## src/rtl/mrb_pkg.sv

```systemverilog
// constants for the mode-register behaviour block
// assumes: single 100 MHz clock, command pins synchronous to it
package mrb_pkg;
  localparam int unsigned CLK_PERIOD_NS = 10;
  localparam int unsigned ADDR_W = 15;
  localparam int unsigned PIPE_W = 32;
  // bank codes of mode register set
  localparam logic [2:0] BA_SECOND = 3'h1;
  localparam logic [2:0] BA_THIRD = 3'h2;
  localparam logic [2:0] BA_FOURTH = 3'h3;
  // second mode register fields
  localparam int unsigned M1_DLL_OFF = 0;
  localparam int unsigned M1_RTT0 = 2;
  localparam int unsigned M1_AL_LO = 3;
  localparam int unsigned M1_RTT1 = 6;
  localparam int unsigned M1_WLEV = 7;
  localparam int unsigned M1_RTT2 = 9;
  localparam int unsigned M1_QOFF = 12;
  // third mode register fields
  localparam int unsigned M2_PARTIAL_ARRAY_RETENTION_LO = 0;
  localparam int unsigned M2_CWL_LO = 3;
  localparam int unsigned M2_ASR = 6;
  localparam int unsigned M2_SRT = 7;
  localparam int unsigned M2_RTTWR_LO = 9;
  // fourth mode register fields
  localparam int unsigned M3_LOC_LO = 0;
  localparam int unsigned M3_PAT_EN = 2;
  // additive latency codes
  localparam logic [1:0] AL_ZERO = 2'h0;
  localparam logic [1:0] AL_CL_M1 = 2'h1;
  localparam logic [1:0] AL_CL_M2 = 2'h2;
  // latencies
  localparam logic [4:0] CWL_BASE = 5'h05;
  localparam logic [3:0] CL_RESET = 4'h6;
  localparam logic [4:0] DLL_OFF_LAT = 5'h06;
  localparam logic [2:0] BURST_CLKS = 3'h4;
  // register map, byte addresses
  localparam logic [7:0] OFS_CTRL = 8'h00;
  localparam logic [7:0] OFS_MR_SECOND = 8'h04;
  localparam logic [7:0] OFS_MR_THIRD = 8'h08;
  localparam logic [7:0] OFS_MR_FOURTH = 8'h0c;
  localparam logic [7:0] OFS_STATUS = 8'h10;
  localparam logic [1:0] RESP_OKAY = 2'h0;
  localparam logic [1:0] RESP_SLVERR = 2'h2;
  localparam logic [1:0] RESP_DECERR = 2'h3;
endpackage : mrb_pkg

```

## src/rtl/mrb_top.sv

```systemverilog
// mode-register driven latency, termination and readout control
// assumes: command pins sampled on MCLK, AXI4-Lite master on MCLK,
// column read delay given by software through the control register
//
// Contract
// RULE1 - additive code 00 zero, 01 read delay-1, 10 read delay-2, 11 reserved
// RULE2 - accept read/write right after activate, execute after additive delay
// RULE3 - total read delay is additive plus column read delay
// RULE4 - total write delay is additive plus column write delay
// RULE5 - column write delay from third register bits 5:3, whole cycles
// RULE6 - second register bit 12 disconnects data and strobe outputs
// RULE7 - write termination applies during writes even without nominal one
// RULE8 - third register bits 10:9 set dynamic termination, off in leveling
// RULE9 - mode set with bank 2 loads third register from address pins
// RULE10 - mode set with bank 3 loads fourth register from address pins
// RULE11 - controller zeroes bank bit 2 and bits 8, 14:11 for third
// RULE12 - controller zeroes bank bit 2 and bits 14:3 for fourth
// RULE13 - fourth register bits 1:0 ignored while bit 2 is zero
// RULE14 - controller sets fourth register bit 2 with banks precharged
// RULE15 - pattern readout answers every read from the pattern register
// RULE16 - controller issues only reads while pattern readout is on; the model also lets mode register sets through
// RULE17 - self refresh rate from bit 7 unless automatic mode uses sensor
// RULE18 - partial retention drops outer data once self refresh entered
// RULE19 - no-operation and deselect register nothing, work continues
// RULE20 - second register bit 0 disables the DLL until written zero
// RULE21 - DLL off supports only column read and write delay of six
// RULE22 - DLL off read strobe one cycle earlier than total read delay
// RULE23 - mode set with bank 1 loads second register from address pins
// RULE24 - each mode register holds its value until addressed again
//
// The register offsets and the AXI4-Lite interface to the registers are this design's own decisions.
module mrb_top
  import mrb_pkg::*;
(
  input wire logic MCLK, // device clock
  input wire logic RST_N, // async reset, active low
  input wire logic CKE, // clock enable pin
  input wire logic CS_N, // chip select, active low
  input wire logic RAS_N, // row strobe, active low
  input wire logic CAS_N, // column strobe, active low
  input wire logic WE_N, // write enable, active low
  input wire logic [2:0] BA, // bank address
  input wire logic [14:0] A, // address pins
  input wire logic TEMP_HOT, // on-die sensor, asynchronous
  output logic INT_READ, // internal read execution pulse
  output logic INT_WRITE, // internal write execution pulse
  output logic READ_DATA_START, // first read data cycle pulse
  output logic WRITE_DATA_START, // first write data cycle pulse
  output logic READ_FROM_PATTERN, // reads served from pattern register
  output logic [1:0] PATTERN_SEL, // pattern location, zero when off
  output logic OUTPUTS_OFF, // data and strobe drivers disconnected
  output logic [2:0] RTT_NOM_SEL, // nominal termination code
  output logic ODT_WR_ACTIVE, // write termination applied now
  output logic [1:0] RTT_WR_SEL, // write termination code
  output logic WRITE_LEVELING, // write leveling mode
  output logic DLL_DISABLED, // DLL off mode
  output logic SR_RATE_EXT, // extended self refresh rate
  output logic SELF_REFRESH, // device in self refresh
  output logic RETAIN_LIMITED, // data outside range not retained
  output logic [2:0] PARTIAL_ARRAY_RETENTION_RANGE, // partial retention range code
  input wire logic [7:0] S_AXI_AWADDR, // write address
  input wire logic S_AXI_AWVALID, // write address valid
  output logic S_AXI_AWREADY, // write address ready
  input wire logic [31:0] S_AXI_WDATA, // write data
  input wire logic [3:0] S_AXI_WSTRB, // write strobes
  input wire logic S_AXI_WVALID, // write data valid
  output logic S_AXI_WREADY, // write data ready
  output logic [1:0] S_AXI_BRESP, // write response
  output logic S_AXI_BVALID, // write response valid
  input wire logic S_AXI_BREADY, // write response ready
  input wire logic [7:0] S_AXI_ARADDR, // read address
  input wire logic S_AXI_ARVALID, // read address valid
  output logic S_AXI_ARREADY, // read address ready
  output logic [31:0] S_AXI_RDATA, // read data
  output logic [1:0] S_AXI_RRESP, // read response
  output logic S_AXI_RVALID, // read data valid
  input wire logic S_AXI_RREADY // read data ready
);

  typedef struct packed {
    logic [ADDR_W-1:0] mr_second;
    logic [ADDR_W-1:0] mr_third;
    logic [ADDR_W-1:0] mr_fourth;
    logic [3:0] col_rd;
    logic [PIPE_W-1:0] rd_pipe;
    logic [PIPE_W-1:0] wr_pipe;
    logic [PIPE_W-1:0] ird_pipe;
    logic [PIPE_W-1:0] iwr_pipe;
    logic [2:0] wr_win;
    logic sref;
    logic [2:0] hot_sync;
    logic hot;
    logic aw_got;
    logic [7:0] aw_addr;
    logic w_got;
    logic [31:0] w_data;
    logic [3:0] w_strb;
    logic bvalid;
    logic [1:0] bresp;
    logic rvalid;
    logic [31:0] rdata;
    logic [1:0] rresp;
  } mrb_state_s;

  mrb_state_s st_q;
  mrb_state_s st_d;
  logic rst_m_q;
  logic rst_s_q;

  // reset release through two flops
  always_ff @(posedge MCLK or negedge RST_N) begin
    if (!RST_N) begin
      rst_m_q <= 1'b0;
      rst_s_q <= 1'b0;
    end else begin
      rst_m_q <= 1'b1;
      rst_s_q <= rst_m_q;
    end
  end

  // command decode
  logic sel;
  logic cmd_mrs;
  logic cmd_rd;
  logic cmd_wr;
  logic cmd_ref;
  logic cmd_nop;
  assign sel = !CS_N && CKE && !st_q.sref;
  assign cmd_mrs = sel && !RAS_N && !CAS_N && !WE_N;
  assign cmd_rd = sel && RAS_N && !CAS_N && WE_N;
  assign cmd_wr = sel && RAS_N && !CAS_N && !WE_N;
  assign cmd_ref = !CS_N && !RAS_N && !CAS_N && WE_N;
  assign cmd_nop = CS_N || (RAS_N && CAS_N && WE_N);

  // latency arithmetic
  logic [1:0] al_code;
  logic [4:0] cl5;
  logic [4:0] al;
  logic [4:0] column_write_delay;
  logic [4:0] rl_full;
  logic [4:0] rl_eff;
  logic [4:0] wl;
  logic dll_off;
  always_comb begin
    al_code = st_q.mr_second[M1_AL_LO +: 2];
    cl5 = {1'b0, st_q.col_rd};
    dll_off = st_q.mr_second[M1_DLL_OFF]; // RULE20
    unique case (al_code) // RULE1
      AL_CL_M1: al = cl5 - 5'h01;
      AL_CL_M2: al = cl5 - 5'h02;
      default: al = 5'h00;
    endcase
    column_write_delay = CWL_BASE + {2'h0, st_q.mr_third[M2_CWL_LO +: 3]}; // RULE5
    rl_full = al + cl5; // RULE3
    rl_eff = dll_off ? rl_full - 5'h01 : rl_full; // RULE22
    if (rl_eff == 5'h00) begin
      rl_eff = 5'h01;
    end
    wl = al + column_write_delay; // RULE4
    if (wl == 5'h00) begin
      wl = 5'h01;
    end
  end

  // only the six/six setting is promised with the DLL off
  logic dll_cfg_bad;
  assign dll_cfg_bad = dll_off &&
    ((cl5 != DLL_OFF_LAT) || (column_write_delay != DLL_OFF_LAT)); // RULE21

  function automatic logic [PIPE_W-1:0] mark(input logic [4:0] lat);
    mark = {{(PIPE_W-1){1'b0}}, 1'b1} << (lat - 5'h01);
  endfunction : mark

  function automatic logic [PIPE_W-1:0] shr(input logic [PIPE_W-1:0] p);
    shr = {1'b0, p[PIPE_W-1:1]};
  endfunction : shr

  // next-state logic
  logic wr_hit;
  logic rd_hit;
  logic [31:0] rd_word;
  logic [31:0] ctrl_word;
  always_comb begin
    st_d = st_q;
    wr_hit = 1'b0;
    rd_hit = 1'b0;
    ctrl_word = {28'h0000000, st_q.col_rd};
    // mode register loads; otherwise held, nop/deselect change nothing
    if (cmd_mrs) begin // RULE24 RULE19
      unique case (BA)
        BA_SECOND: st_d.mr_second = A; // RULE23
        BA_THIRD: st_d.mr_third = A; // RULE9
        BA_FOURTH: st_d.mr_fourth = A; // RULE10
        default: ;
      endcase
    end
    // commands taken at once, executed after the additive delay
    st_d.ird_pipe = shr(st_q.ird_pipe);
    st_d.iwr_pipe = shr(st_q.iwr_pipe);
    st_d.rd_pipe = shr(st_q.rd_pipe);
    st_d.wr_pipe = shr(st_q.wr_pipe);
    if (cmd_rd) begin // RULE2
      st_d.rd_pipe = st_d.rd_pipe | mark(rl_eff); // RULE3 RULE22
      if (al != 5'h00) begin
        st_d.ird_pipe = st_d.ird_pipe | mark(al);
      end
    end
    if (cmd_wr) begin // RULE2
      st_d.wr_pipe = st_d.wr_pipe | mark(wl); // RULE4
      if (al != 5'h00) begin
        st_d.iwr_pipe = st_d.iwr_pipe | mark(al);
      end
    end
    // write data window for write termination
    if (st_q.wr_pipe[0]) begin
      st_d.wr_win = BURST_CLKS;
    end else if (st_q.wr_win != 3'h0) begin
      st_d.wr_win = st_q.wr_win - 3'h1;
    end
    // self refresh entry and exit
    if (cmd_ref && !CKE && !st_q.sref) begin
      st_d.sref = 1'b1;
    end else if (CKE && st_q.sref) begin
      st_d.sref = 1'b0;
    end
    // sensor input: counted once second and third stages agree
    st_d.hot_sync = {st_q.hot_sync[1:0], TEMP_HOT};
    if (st_q.hot_sync[1] == st_q.hot_sync[2]) begin
      st_d.hot = st_q.hot_sync[2];
    end
    // AXI write channels, taken in either order
    if (S_AXI_AWVALID && S_AXI_AWREADY) begin
      st_d.aw_got = 1'b1;
      st_d.aw_addr = S_AXI_AWADDR;
    end
    if (S_AXI_WVALID && S_AXI_WREADY) begin
      st_d.w_got = 1'b1;
      st_d.w_data = S_AXI_WDATA;
      st_d.w_strb = S_AXI_WSTRB;
    end
    if (st_q.aw_got && st_q.w_got && !st_q.bvalid) begin
      wr_hit = 1'b1;
      st_d.aw_got = 1'b0;
      st_d.w_got = 1'b0;
      st_d.bvalid = 1'b1;
      unique case ({st_q.aw_addr[7:2], 2'h0})
        OFS_CTRL: begin
          st_d.bresp = RESP_OKAY;
          if (st_q.w_strb[0]) begin
            st_d.col_rd = st_q.w_data[3:0];
          end
        end
        OFS_MR_SECOND, OFS_MR_THIRD, OFS_MR_FOURTH, OFS_STATUS:
          st_d.bresp = RESP_SLVERR;
        default: st_d.bresp = RESP_DECERR;
      endcase
    end
    if (st_q.bvalid && S_AXI_BREADY) begin
      st_d.bvalid = 1'b0;
    end
    // AXI read channel
    rd_word = 32'h00000000;
    st_d.rresp = st_q.rresp;
    if (S_AXI_ARVALID && S_AXI_ARREADY) begin
      rd_hit = 1'b1;
      st_d.rvalid = 1'b1;
      st_d.rresp = RESP_OKAY;
      unique case ({S_AXI_ARADDR[7:2], 2'h0})
        OFS_CTRL: rd_word = ctrl_word;
        OFS_MR_SECOND: rd_word = {17'h00000, st_q.mr_second};
        OFS_MR_THIRD: rd_word = {17'h00000, st_q.mr_third};
        OFS_MR_FOURTH: rd_word = {17'h00000, st_q.mr_fourth};
        OFS_STATUS: rd_word = {10'h000, wl, rl_eff, al, 2'h0,
          dll_cfg_bad, st_q.hot, st_q.sref, st_q.mr_fourth[M3_PAT_EN],
          dll_off};
        default: st_d.rresp = RESP_DECERR;
      endcase
      st_d.rdata = rd_word;
    end else if (st_q.rvalid && S_AXI_RREADY) begin
      st_d.rvalid = 1'b0;
    end
  end

  always_ff @(posedge MCLK or negedge rst_s_q) begin
    if (!rst_s_q) begin
      st_q <= '0;
      st_q.col_rd <= CL_RESET;
    end else begin
      st_q <= st_d;
    end
  end

  // outputs
  logic pat_en;
  logic dyn_en;
  assign pat_en = st_q.mr_fourth[M3_PAT_EN];
  assign dyn_en = st_q.mr_third[M2_RTTWR_LO +: 2] != 2'h0;
  assign INT_READ = (al == 5'h00) ? cmd_rd : st_q.ird_pipe[0]; // RULE2
  assign INT_WRITE = (al == 5'h00) ? cmd_wr : st_q.iwr_pipe[0]; // RULE2
  assign READ_DATA_START = st_q.rd_pipe[0];
  assign WRITE_DATA_START = st_q.wr_pipe[0];
  assign READ_FROM_PATTERN = pat_en; // RULE15
  assign PATTERN_SEL = pat_en ? st_q.mr_fourth[M3_LOC_LO +: 2]
    : 2'h0; // RULE13
  assign OUTPUTS_OFF = st_q.mr_second[M1_QOFF]; // RULE6
  assign RTT_NOM_SEL = {st_q.mr_second[M1_RTT2], st_q.mr_second[M1_RTT1],
    st_q.mr_second[M1_RTT0]};
  assign WRITE_LEVELING = st_q.mr_second[M1_WLEV];
  assign RTT_WR_SEL = WRITE_LEVELING ? 2'h0
    : st_q.mr_third[M2_RTTWR_LO +: 2]; // RULE8
  // independent of the nominal termination code
  assign ODT_WR_ACTIVE = dyn_en && !WRITE_LEVELING
    && (st_q.wr_win != 3'h0); // RULE7 RULE8
  assign DLL_DISABLED = dll_off; // RULE20
  assign SR_RATE_EXT = st_q.mr_third[M2_ASR] ? st_q.hot
    : st_q.mr_third[M2_SRT]; // RULE17
  assign SELF_REFRESH = st_q.sref;
  assign PARTIAL_ARRAY_RETENTION_RANGE = st_q.mr_third[M2_PARTIAL_ARRAY_RETENTION_LO +: 3];
  assign RETAIN_LIMITED = st_q.sref && (PARTIAL_ARRAY_RETENTION_RANGE != 3'h0); // RULE18
  assign S_AXI_AWREADY = !st_q.aw_got && !st_q.bvalid;
  assign S_AXI_WREADY = !st_q.w_got && !st_q.bvalid;
  assign S_AXI_BVALID = st_q.bvalid;
  assign S_AXI_BRESP = st_q.bresp;
  assign S_AXI_ARREADY = !st_q.rvalid;
  assign S_AXI_RVALID = st_q.rvalid;
  assign S_AXI_RDATA = st_q.rdata;
  assign S_AXI_RRESP = st_q.rresp;

  // checks
  a_third_load: assert property (@(posedge MCLK) // RULE9
    disable iff (!rst_s_q)
    cmd_mrs && BA == BA_THIRD |=> st_q.mr_third == $past(A))
    else $error("third mode register not loaded");
  a_fourth_load: assert property (@(posedge MCLK) // RULE10
    disable iff (!rst_s_q)
    cmd_mrs && BA == BA_FOURTH |=> st_q.mr_fourth == $past(A))
    else $error("fourth mode register not loaded");
  a_second_load: assert property (@(posedge MCLK) // RULE23
    disable iff (!rst_s_q)
    cmd_mrs && BA == BA_SECOND |=> st_q.mr_second == $past(A))
    else $error("second mode register not loaded");
  a_nop_holds: assert property (@(posedge MCLK) // RULE19
    disable iff (!rst_s_q)
    cmd_nop |=> $stable(st_q.mr_second) && $stable(st_q.mr_third)
    && $stable(st_q.mr_fourth))
    else $error("mode register changed on nop");
  a_read_six: assert property (@(posedge MCLK) // RULE3
    disable iff (!rst_s_q)
    cmd_rd && rl_eff == 5'h06 |-> ##6 READ_DATA_START)
    else $error("read data not at total read delay");
  a_dll_off_read: assert property (@(posedge MCLK) // RULE22
    disable iff (!rst_s_q)
    cmd_rd && dll_off && al == 5'h00 && cl5 == DLL_OFF_LAT
    |-> ##5 READ_DATA_START)
    else $error("dll off read strobe not one cycle early");
  a_write_five: assert property (@(posedge MCLK) // RULE4
    disable iff (!rst_s_q)
    cmd_wr && wl == 5'h05 |-> ##5 WRITE_DATA_START)
    else $error("write data not at total write delay");
  a_al_one: assert property (@(posedge MCLK) // RULE1
    disable iff (!rst_s_q)
    cmd_rd && al_code == AL_CL_M1 && cl5 == 5'h06
    |-> !INT_READ ##5 INT_READ)
    else $error("additive delay wrong");
  a_out_off: assert property (@(posedge MCLK) // RULE6
    disable iff (!rst_s_q)
    cmd_mrs && BA == BA_SECOND |=> OUTPUTS_OFF == $past(A[M1_QOFF]))
    else $error("outputs not disconnected");
  a_wlev_nodyn: assert property (@(posedge MCLK) // RULE8
    disable iff (!rst_s_q)
    WRITE_LEVELING |-> !ODT_WR_ACTIVE && RTT_WR_SEL == 2'h0)
    else $error("dynamic termination during leveling");
  a_wr_term: assert property (@(posedge MCLK) // RULE7
    disable iff (!rst_s_q)
    WRITE_DATA_START && dyn_en && !WRITE_LEVELING
    |=> ODT_WR_ACTIVE [*4])
    else $error("write termination window wrong");
  a_pat_ignore: assert property (@(posedge MCLK) // RULE13
    disable iff (!rst_s_q)
    cmd_mrs && BA == BA_FOURTH && !A[M3_PAT_EN]
    |=> PATTERN_SEL == 2'h0 && !READ_FROM_PATTERN)
    else $error("pattern bits not ignored");
  a_wr_resp: assert property (@(posedge MCLK) disable iff (!rst_s_q)
    wr_hit |=> S_AXI_BVALID)
    else $error("write response missing");
  a_rd_resp: assert property (@(posedge MCLK) disable iff (!rst_s_q)
    rd_hit |=> S_AXI_RVALID && S_AXI_RDATA == $past(rd_word))
    else $error("read response wrong");
  a_axi_bresp: assert property (@(posedge MCLK) disable iff (!rst_s_q)
    S_AXI_AWVALID && S_AXI_AWREADY && S_AXI_WVALID && S_AXI_WREADY
    |-> ##2 S_AXI_BVALID)
    else $error("write response late");

endmodule : mrb_top

```

## config.mk

```make
export PLATFORM = sky130hd
export DESIGN_NAME = mrb_top
export DESIGN_NICKNAME = d
export VERILOG_FILES = /design/src/rtl/mrb_pkg.sv /design/src/rtl/mrb_top.sv
export SDC_FILE = /design/constraint.sdc
export NUM_CORES = 1
export LEC_CHECK = 0
export BUFFER_PORTS_ARGS = -buffer_cell sky130_fd_sc_hd__buf_2
export CAP_MARGIN = 20
export CORE_ASPECT_RATIO = 0.8
export CORE_MARGIN = 3
export CORE_UTILIZATION = 40
export CTS_CLUSTER_DIAMETER = 80
export DETAILED_ROUTE_END_ITERATION = 6
export SLEW_MARGIN = 20
export SYNTH_ARGS = -nofsm -noshare
export SYNTH_HDL_FRONTEND = slang
export SYNTH_SLANG_ARGS = --single-unit
```

## constraint.sdc

```tcl
create_clock -name MCLK -period 18.9 [get_ports MCLK]
set_input_delay 0.945 -clock MCLK [delete_from_list [all_inputs] [get_ports MCLK]]
set_output_delay 0.945 -clock MCLK [all_outputs]
set_load 0.01 [all_outputs]
```

After elaboration in Yosys (flattened, before gate mapping)
Index checks and enable logic that the tools add are counted.
Word-level totals
  input port bits: 83
  logic and storage cells: 148
  bits in registers: 271
  output and inout bits: 63
Cells by class
  bitwise logic cells: 4
  $add $sub $neg: 10
  eq/ne operators: 16
  reduce and logical (&&, ||, !) cells: 61
  shifts and indexed selects: 3
  mux-type cells: 30
Operators with widths (number)
  $mux 32: 6
  $or 31x32->32: 4
  $pmux 22 s5: 1
  $shl 1x5->32 const A: 3
  $mux 37: 1
  $logic_and 1x1->1: 28
  $eq 6x2->1 const B: 4
  $sub 5x1->5 const B: 4
  $logic_not 5->1: 3
  $mux 5: 3
  $reduce_bool 2->1: 7
  $eq 6x1->1 const B: 2
  $eq 6x3->1 const B: 2
  $logic_not 6->1: 2
  $logic_not 1->1: 11
  $add 5x4->5: 2
  $mux 1: 10
  $pmux 5 s2: 1
  $mux 3: 3
  $mux 9: 1
  $ne 4x3->1 const B: 2
  $eq 3x2->1 const B: 2
  $mux 2: 3
  $reduce_and 2->1: 3
  other kinds (15): 16

Longest topological paths before layout
Gate-level depths: netlist (run 1).
  word-level depth: 11
  mapped depth: 18
  depth with buffers taken out: 14

Worst setup path before layout (run 1)
OpenSTA, ideal clock, no wires.
  path type: reg-to-reg
  start: reg st_q, in the netlist cl5[1]
  end: reg st_q[201] in the netlist's numbering
  path buffers: 3
  slack: 15.093 ns
  data required time: 18.780 ns
  data arrival time: 3.687 ns
  period minus slack after synthesis: 3.807 ns
  cell stages (with the launch flop): 17
  library setup time: 0.120 ns
  cells stage by stage: dfstp_2 inv_1 ha_1 nand2b_1 a21oi_1 clkbuf_1 inv_1 fa_1 nand2_1 a21oi_2 o22ai_1 a221oi_1 a21boi_1 or2_1 buf_2 buf_2 a31o_1
RTL lines
  start: declaration: RTL line mrb_top.sv:105  | mrb_state_s st_q;
  start signal: assignment: RTL line mrb_top.sv:289  | st_q <= st_d;

Worst setup path in the final report (run 1)
  start: reg st_q, in the netlist al_code[0]
  end: out INT_READ
On the way
  cells in the longest elaborated chain, start to end: 4
  elaborated cells between the ends (all ways): 5
  those cells by class: eq/ne: 2; mux: 2; reduce/logical: 1
Ends and longest elaborated chain
  $eq 2x2->1 or $eq 2x1->1 (tied branches): RTL line mrb_top.sv:148  | unique case (al_code)
  $pmux 5 s2 (*): RTL line mrb_top.sv:148
  $logic_not 5->1 (*): RTL line mrb_top.sv:298  | assign INT_READ = (al == 5'h00) ? cmd_rd : st_q.ird_pipe[0];
  $mux 1 (*): RTL line mrb_top.sv:298
  end: declaration: RTL line mrb_top.sv:45  | output logic INT_READ,
Mark *: on every way between the ends. The rest lies on a longest branch, timed or not.

==> impl_metrics.tcl, run 1 <==
set metrics [dict create \
    run_status "finished clean" \
    cp_data_arrival_time_ns 3.94 \
    ys_dominant_reg_cell "dfrtp_1" \
    r2r_cells 14 \
    max_freq_mhz 205 \
    die_w_um 185 \
    seq_power_share 0.435 \
    synth.avg_cell_area_um2 11.8 \
    cts_tree "built" \
    dp.cells 1211 \
    finalNonFillerCells 1255 \
    clk_root_buffer_cell "clkbuf_16" \
    dpl_hpwl_mm 15.9 \
    remaining_drc_errors 0 \
    htreeDepth 1 \
    internal_power_uw 933 \
    cellPowerDensity_nw_per_um2 116 \
    worst_slew_margin_rel 0.357 \
    areaGrowthSynthToFinish_pct 12.5 \
    comb_power_share 0.215 \
    gpl_congestion 0.828 \
    timing.critical_path.slowest_cell_delay_ns 0.62 \
    synth-edff-count 0 \
    drt_first_iter_violations 352 \
    first_global_vias 6822 \
    antenna_found_initial 0 \
    ctsResizeCount 0 \
    switchingPower_uw 398 \
    synth_sequential_area_ratio 0.557 \
    vias 6692 \
    drt_pass1_iterations 6 \
    ff2ff_setup_slack_ns 14.24 \
    finalClockSkew_ns 0.00608 \
    postSynthCellCount 863 \
    grt_start_max_net_pins 76 \
    postSynth.asyncResetShare 1.00 \
    final_cell_mix "224 x dfrtp_1, 100 x buf_2, 73 x mux2_2" \
    cts_buffers 24 \
    cp-end-kind "primary output" \
    critical_path.top_delay_family "simple AND/OR/NAND/NOR gates" \
    peakVddDrop_mv 0.0785 \
    cts_hold_buffers 0 \
    synth_seq_cells 227 \
    grt_first_pass_wirelength_mm 37.1 \
    fin_setup_tns_ns 0 \
    critPathKind "reg -> out" \
    ios 146 \
    overall_routing_resource_usage 0.168 \
    dieArea_um2 27500 \
    power.total_uw 1330 \
    clk-insertion-delay-late_ns 0.51 \
    timing.critical_path.fanout_max 9 \
    grt_residual_overflow 0 \
    mostFrequentLayoutCell "dfrtp_1" \
    maxCapViolCount 0 \
    design.core.area_um2 24700 \
    final_net_count 1020 \
    cts-root-to-sink-buffers 3 \
    final_max_slew_viol_count 0 \
    post_synth_instance_area_um2 10200 \
    layout_min_cycle_time_ns 4.88 \
    crit_slowest_cell "nor3_1" \
    post_cts.repair.setup_buffers 0 \
    hold_path.class "reg -> async" \
    report.final.setup_viol 0 \
    worst_setup_path_startpoint "al_code[0]" \
    drtAntennaViolNets 0 \
    cp.required_ns 17.95 \
    final-hold-violation-count 0 \
    cts_num_sinks 227 \
    post_route_cells_drive_above_1_share 0.264 \
    via_per_inst 5.33 \
    chipHeight_um 149 \
    startpoint_type "flip-flop" \
    worst_slew_pin_slew_ns 0.962 \
    synth.lib_cells_used.distinct 70 \
    p_clk_frac 0.350 \
    min_period_over_period 0.258 \
    endpoint_of_the_worst_slack_reg_to_reg_timing_path "st_q[169]" \
    leakage_dissipation_uw 0.00546 \
    crit_path_cell_trace "inv_1, ha_1, nand2_1, a21boi_1, clkinv_1, nor3_1, nand2b_1, o21ai_0, buf_2" \
    cts.reportedPaths.clkPinSlew_ns 0.06 \
    worstPathBufferInverterCount 3 \
    design_area_um2 11500 \
    yosys_warnings 0 \
    io_buffers 100 \
    switching_share 0.299 \
    placement_rows 51 \
    totalWireLength_mm 22.7 \
    setup_repair_after_global_routing_missed_its_margin "no" \
    rr_startpoint "al_code[0]" \
    routedWlPerCell_um 18.1 \
    dpl-instance-area_um2 10700 \
    initial_utilization 0.413 \
]
## metal layers
| layer | GRT usage | vias to the layer above | wire (um) |
|---|---|---|---|
| li1 | - | 3135 | - |
| met1 | 0.254 | 3371 | 11300 |
| met2 | 0.255 | 148 | 9740 |
| met3 | 0.0266 | 38 | 1140 |
| met4 | 0.0404 | 0 | 516 |
| met5 | 0 | - | 0 |
## cells in the mapped netlist (5+ instances only)
master,count,area share
a21o_1,52,0.038
a21oi_1,21,0.010
a222oi_1,7,0.0069
a22o_1,5,0.0043
a31o_1,21,0.018
a31o_2,14,0.012
a31oi_1,7,0.0043
and2_1,10,0.0061
and3_1,11,0.0067
buf_2,8,0.0039
buf_4,42,0.031
clkbuf_1,35,0.013
dfrtp_1,225,0.55
ha_1,16,0.020
inv_1,27,0.0099
mux2_2,73,0.081
nand2_1,49,0.018
nand2b_1,10,0.0061
nand3_1,14,0.0069
nor2_1,36,0.013
nor2b_1,10,0.0061
nor3_1,11,0.0054
nor4_1,5,0.0031
o21ai_0,24,0.012
o21bai_1,28,0.021
or3_1,6,0.0037
xnor2_1,9,0.0077
## power by group through the flow
stage | Combinational [uW] | Clock (uW) | Sequential, uW
final | 286 | 466 | 579
after global routing | 321 | 496 | 586
after CTS | 287 | 477 | 579
after detailed placement | 285 | 0 | 587
after global placement | 279 | 0 | 586
after floorplan | 226 | 0 | 577
## state kept, by name, summed over array words and instances, names as in the netlist, 2 cells and up
register and cells:
al_code 2, st_q 177, RTT_NOM_SEL 3, PARTIAL_ARRAY_RETENTION_RANGE 3, st_d 2, S_AXI_RDATA 22, S_AXI_BRESP 2, cl5 4
## metrics by stage
stage	setup WS (ns)	hold WS [ns]	util
after floorplan	12.11	0.331	-
after global placement	14.33	0.182	0.432
after detailed placement	14.29	0.186	0.432
after CTS	13.98	0.191	0.464
after global routing	13.70	0.194	0.464
final	14.02	0.185	0.465
## cells by family after synthesis
| group | Yosys count | synth area share |
|---|---|---|
| buf+inv | 119 | 0.0632 |
| fa+ha+maj | 20 | 0.0255 |
| flops | 227 | 0.557 |
| compound gates | 226 | 0.166 |
| xor+xnor | 15 | 0.0156 |
| other cells | 2 | 0.000736 |
| simple gates | 178 | 0.0883 |
| mux | 76 | 0.0835 |
## how the worst max path moves through the flow
| stage | to | slack (ns) | depth (start not counted) |
|---|---|---|---|
| 2_1_floorplan | DLL_DISABLED | 12.11 | 0 |
| 3_3_place_gp | st_q[157] | 14.33 | 14 |
| 5_1_grt | INT_READ | 13.70 | 9 |
| 6_report | INT_READ | 14.02 | 9 |
| 3_5_place_dp | st_q[169] | 14.29 | 14 |
| 4_1_cts | INT_READ | 13.98 | 9 |
## cell type report
cell class,count,area [um2]
fillers,2310,13200
flip-flops and latches,227,5690
multi-input cells,530,3930
clock buffers,35,723
repair buffers,107,553
well taps,318,398
inverters,29,109
clock inverters,8,72.6
diodes,1,2.50
Note: power is estimated with default switching activity, not from simulation.
==> run 2: changes to the inputs <==
Clock period 18.9 ns to 4.4 ns, I/O delays scaled along.
==> impl_metrics.tcl, run 2 (synthesis gave the netlist of run 1 again) <==
set metrics [dict create \
    run_status "finished clean" \
    fin_ws_ns 0.458 \
    worst_slew_margin_rel 0.283 \
    finalClockSkew_ns 0.00871 \
    cts_tree "built" \
    totalWireLength_mm 23.1 \
    endpoint_of_the_worst_slack_reg_to_reg_timing_path "S_AXI_RDATA[15]" \
    fillerInstances 2258 \
    antennaDiodeCount 0 \
    clk-insertion-delay-late_ns 0.51 \
    final-hold-violation-count 0 \
    max_freq_mhz 254 \
    min_period_over_period 0.896 \
    ios 146 \
    cts-root-to-sink-buffers 3 \
    post_cts.repair.setup_buffers 0 \
    first_global_vias 6862 \
    area_taken_by_flip_flops_and_latches_um2 5690 \
    grt_first_pass_wirelength_mm 37.9 \
    cts.reportedPaths.clkPinSlew_ns 0.06 \
    die_w_um 185 \
    critPathKind "reg -> reg" \
    post_route_cells_drive_above_1_share 0.257 \
    hold_path.class "in -> async" \
    dieArea_um2 27500 \
    layout_min_cycle_time_ns 3.94 \
    fin_hold_ws_ns 0.0298 \
    clk_root_buffer_cell "clkbuf_16" \
    setup_repair_after_global_routing_missed_its_margin "no" \
    grt_residual_overflow 0 \
    drt_pass1_iterations 7 \
    via_per_inst 5.31 \
    report.final.setup_viol 0 \
    areaGrowthSynthToFinish_pct 16.2 \
    final_cell_mix "224 x dfrtp_1, 100 x buf_2, 73 x mux2_2" \
    cellPowerDensity_nw_per_um2 485 \
    grt_start_max_net_pins 103 \
    mostFrequentLayoutCell "dfrtp_1" \
    initial_utilization 0.413 \
    drt_first_iter_violations 500 \
    multiInputGateArea_um2 3930 \
    timing.critical_path.fanout_max 11 \
    ff2ff_setup_slack_ns 0.46 \
    leakage_dissipation_uw 0.00563 \
    cts_buffers 23 \
    cts_num_sinks 227 \
    vias 6850 \
    design.core.area_um2 24700 \
    rr_startpoint "cl5[1]" \
    chipHeight_um 149 \
    maxCapViolCount 0 \
    antenna_found_initial 1 \
    finalNonFillerCells 1291 \
    htreeDepth 1 \
    final_net_count 1059 \
    cp.required_ns 4.75 \
    fin_setup_tns_ns 0 \
    placement_rows 51 \
    largest_register_ffs 177 \
    cp-end-kind "flip-flop" \
    dp.cells 1218 \
    largest_reg_by_ff_count "st_q" \
    routedWlPerCell_um 17.9 \
    gpl_congestion 0.841 \
    overall_routing_resource_usage 0.172 \
    cp_data_arrival_time_ns 4.30 \
    final_max_slew_viol_count 0 \
    remaining_drc_errors 0 \
    startpoint_type "flip-flop" \
    dpl_hpwl_mm 16.1 \
    peakVddDrop_mv 0.249 \
    io_buffers 100 \
    drtAntennaViolNets 0 \
    pre_cts_worst_setup_slack_ns 0.481 \
    r2r_cells 13 \
    worst_slew_pin_slew_ns 1.07 \
]
==> run 2: cell count changes in the layout (fill, tap and decap cells not counted), sizes merged <==
cell,change
buf,+7
bufinv,+1
clkbuf,+1
clkinv,-4
dlygate4sd3,+33
inv,+1
diode,-1
clkinvlp,-2
==> run 2: stage by stage <==
step,total power [uW],cell area [um2],util
6_report,5750,11800,0.480
5_1_grt,6080,11800,0.480
4_1_cts,5820,11800,0.480
3_5_place_dp,3770,10700,0.435
3_3_place_gp,3740,10700,0.435
2_1_floorplan,3450,10200,-
==> run 2: area by class of cell <==
class                      count  area share
timing repair buffer         147      0.0800
inverter                      29     0.00919
multi-input combinational    530       0.331
sequential                   227       0.480
clock buffer                  36      0.0595
clock inverter                 4     0.00644
tap                          318      0.0336
==> run 2: metal layers <==
layer | global-route usage | vias up | part of all wire
li1 | - | 3205 | -
met5 | 0 | - | 0.00056
met4 | 0.0332 | 2 | 0.015
met3 | 0.0283 | 29 | 0.049
met1 | 0.264 | 3445 | 0.50
met2 | 0.258 | 169 | 0.44
==> run 2: how the worst max path moves through the flow <==
stage | startpoint | end | slack (ns) | cells past startpoint
final | cl5[1] | S_AXI_RDATA[15] | 0.46 | 13
after global routing | cl5[1] | S_AXI_RDATA[15] | 0.08 | 13
after CTS | cl5[1] | S_AXI_RDATA[15] | 0.47 | 13
after detailed placement | cl5[1] | S_AXI_RDATA[15] | 0.48 | 13
after global placement | cl5[1] | S_AXI_RDATA[15] | 0.48 | 13
after floorplan | cl5[1] | st_q[201] | 0.59 | 16
==> run 2: power by group <==
part | switching (uW) | internal (uW) | total [uW]
logic | 739 | 528 | 1270
clock network | 785 | 1210 | 2000
registers | 168 | 2320 | 2490
==> run 2: what timing repair did <==
item	in CTS	in global routing
endpoints found under the hold margin	63	0
hold buffers	33	0
resized for setup	0	0
==> run 2: critical path: stages (launching register included) <==
cell and delay, ns:
dfstp_2 0.58, inv_1 0.14, ha_1 0.29, nand2b_1 0.14, a21oi_1 0.19, inv_1 0.20, fa_1 0.57, nand2_1 0.07
a21oi_2 0.19, o22ai_1 0.10, a221oi_1 0.34, a21boi_1 0.20, nor2_1 0.59, o21ai_0 0.19
==> run 3: changes to the inputs <==
Settings changed: CELL_PAD_IN_SITES_DETAIL_PLACEMENT from default to 1, CELL_PAD_IN_SITES_GLOBAL_PLACEMENT from default to 2, CORE_UTILIZATION 40 to 34, CTS_CLUSTER_SIZE from default to 10, PLACE_DENSITY_LB_ADDON from default to 0.1.
==> impl_metrics.tcl, run 3 (synthesis gave the netlist of run 1 again) <==
set metrics [dict create \
    dieArea_um2 32100 \
    first_global_vias 7667 \
    report.final.setup_viol 0 \
    maxCapViolCount 0 \
    largest_register_ffs 177 \
    antennaDiodeCount 0 \
    cts-root-to-sink-buffers 3 \
    post_cts.repair.setup_buffers 0 \
    mostFrequentLayoutCell "dfrtp_1" \
    comb_power_share 0.228 \
    htreeDepth 1 \
    cts_num_sinks 227 \
    clk-insertion-delay-late_ns 0.53 \
    internal_power_uw 3930 \
    vias 6952 \
    ios 146 \
    clk_root_buffer_cell "clkbuf_16" \
    cp-end-kind "flip-flop" \
    cts.reportedPaths.clkPinSlew_ns 0.06 \
    routedWlPerCell_um 19.9 \
    design_area_um2 11900 \
    switching_share 0.311 \
    overall_routing_resource_usage 0.170 \
    final-hold-violation-count 0 \
    startpoint_type "flip-flop" \
    setup_repair_after_global_routing_missed_its_margin "no" \
    peakVddDrop_mv 0.316 \
    totalWireLength_mm 26.9 \
    cts_tree "built" \
    design.core.area_um2 29400 \
    p_clk_frac 0.333 \
    seq_power_share 0.439 \
    run_status "finished clean" \
    worst_slew_pin_slew_ns 1.09 \
    hold_path.class "in -> reg" \
    dpl_hpwl_mm 18.8 \
    fillerInstances 3176 \
    final_cell_mix "224 x dfrtp_1, 100 x buf_2, 73 x mux2_2" \
    leakage_dissipation_uw 0.00561 \
    grt_start_max_net_pins 122 \
    worst_slew_margin_rel 0.271 \
    gpl_congestion 0.787 \
    layout_min_cycle_time_ns 3.97 \
    cp.required_ns 4.81 \
    antenna_found_initial 0 \
    cts_buffers 26 \
    switchingPower_uw 1770 \
    remaining_drc_errors 0 \
    finalClockSkew_ns 0.0173 \
    dpl-instance-area_um2 10800 \
    drt_first_iter_violations 374 \
    drtAntennaViolNets 0 \
    die_w_um 200 \
    placement_rows 56 \
    timing.critical_path.fanout_max 16 \
    largest_reg_by_ff_count "st_q" \
    fin_setup_tns_ns 0 \
    min_period_over_period 0.902 \
    via_per_inst 5.15 \
    drt_pass1_iterations 5 \
    final_net_count 1063 \
    areaGrowthSynthToFinish_pct 16.4 \
    chipHeight_um 161 \
    io_buffers 100 \
    initial_utilization 0.347 \
    critPathKind "reg -> reg" \
    post_route_cells_drive_above_1_share 0.253 \
    cellPowerDensity_nw_per_um2 480 \
    max_freq_mhz 252 \
    grt_first_pass_wirelength_mm 43.4 \
    final_max_slew_viol_count 0 \
    grt_residual_overflow 0 \
    cp_data_arrival_time_ns 4.37 \
]
run 3: cell count changes in the layout (fill, tap and decap cells not counted), sizes merged:
cell	delta
bufinv	-2
clkbuf	+2
clkinv	+2
buf	-1
clkinvlp	-1
dlygate4sd3	+1
inv	-1
run 3: cell type report:
| cell class | count | area, um2 | area share |
|---|---|---|---|
| Inverter | 29 | 109 | 0.00917 |
| Clock buffer | 37 | 692 | 0.0583 |
| Tap cell | 377 | 472 | 0.0397 |
| Sequential cell | 227 | 5690 | 0.479 |
| Timing Repair Buffer | 148 | 956 | 0.0805 |
| Multi-Input combinational cell | 530 | 3930 | 0.331 |
| Clock inverter | 2 | 21.3 | 0.00179 |
run 3: timing repair:
item | CTS | global route
endpoints found under the hold margin | 64 | 0
hold buffers | 34 | 0
setup endpoints to repair | 0 | 11
gates resized for setup | 0 | 3
run 3: path summary, 6_finish.rpt:
path / from / endpoint / slack (ns) / cells after the start
setup / recovery: cl5[1] / st_q[195] / 0.43 / 13
hold / removal: CAS_N / SELF_REFRESH / 0.04 / 4
setup reg to reg: cl5[1] / st_q[195] / 0.43 / 13
hold reg to reg: st_q[117] / st_q[116] / 0.35 / 0
max in group asynchronous: rst_s_q / st_q[199] / 2.82 / 1
min in group asynchronous: rst_s_q / st_q[122] / 0.42 / 0
run 3: metrics by stage:
step	power [uW]	std cells	hold WS, ns	worst slack (ns)	util
2_1_floorplan	3450	876	-0.0756	0.593	-
3_3_place_gp	3760	1276	0.00480	0.359	0.367
3_5_place_dp	3820	1276	0.0110	0.227	0.367
4_1_cts	5780	1349	0.0216	0.229	0.403
5_1_grt	6060	1350	0.0712	0.146	0.403
6_report	5700	1350	0.0405	0.432	0.403
run 3: critical path, stage by stage, from the launching register on:
cell and delay, ns:
dfstp_2 0.59, inv_1 0.15, ha_1 0.29, nand2b_1 0.14, a21oi_1 0.19, inv_1 0.21, fa_1 0.58, nand2_1 0.08
a21oi_2 0.18, o22ai_1 0.09, a221oi_1 0.38, a21boi_1 0.22, or2_2 0.49, a31o_2 0.26
run 3: power groups by stage:
stage / combinational, uW / clock, uW / sequential (uW)
after floorplan: 970 / 0 / 2480
after global placement: 1240 / 0 / 2530
after detailed placement: 1280 / 0 / 2540
after CTS: 1310 / 1960 / 2510
after global routing: 1460 / 2070 / 2540
final: 1300 / 1900 / 2500
run 3: routing by layer:
metal  up-vias  part of all wire  track usage  wire length (um)
met5         -                 0            0                 0
li1       3197                 -            -                 -
met3        33             0.029       0.0245               791
met1      3608              0.48        0.239             12800
met2       114              0.47        0.281             12800
met4         0             0.020       0.0358               525
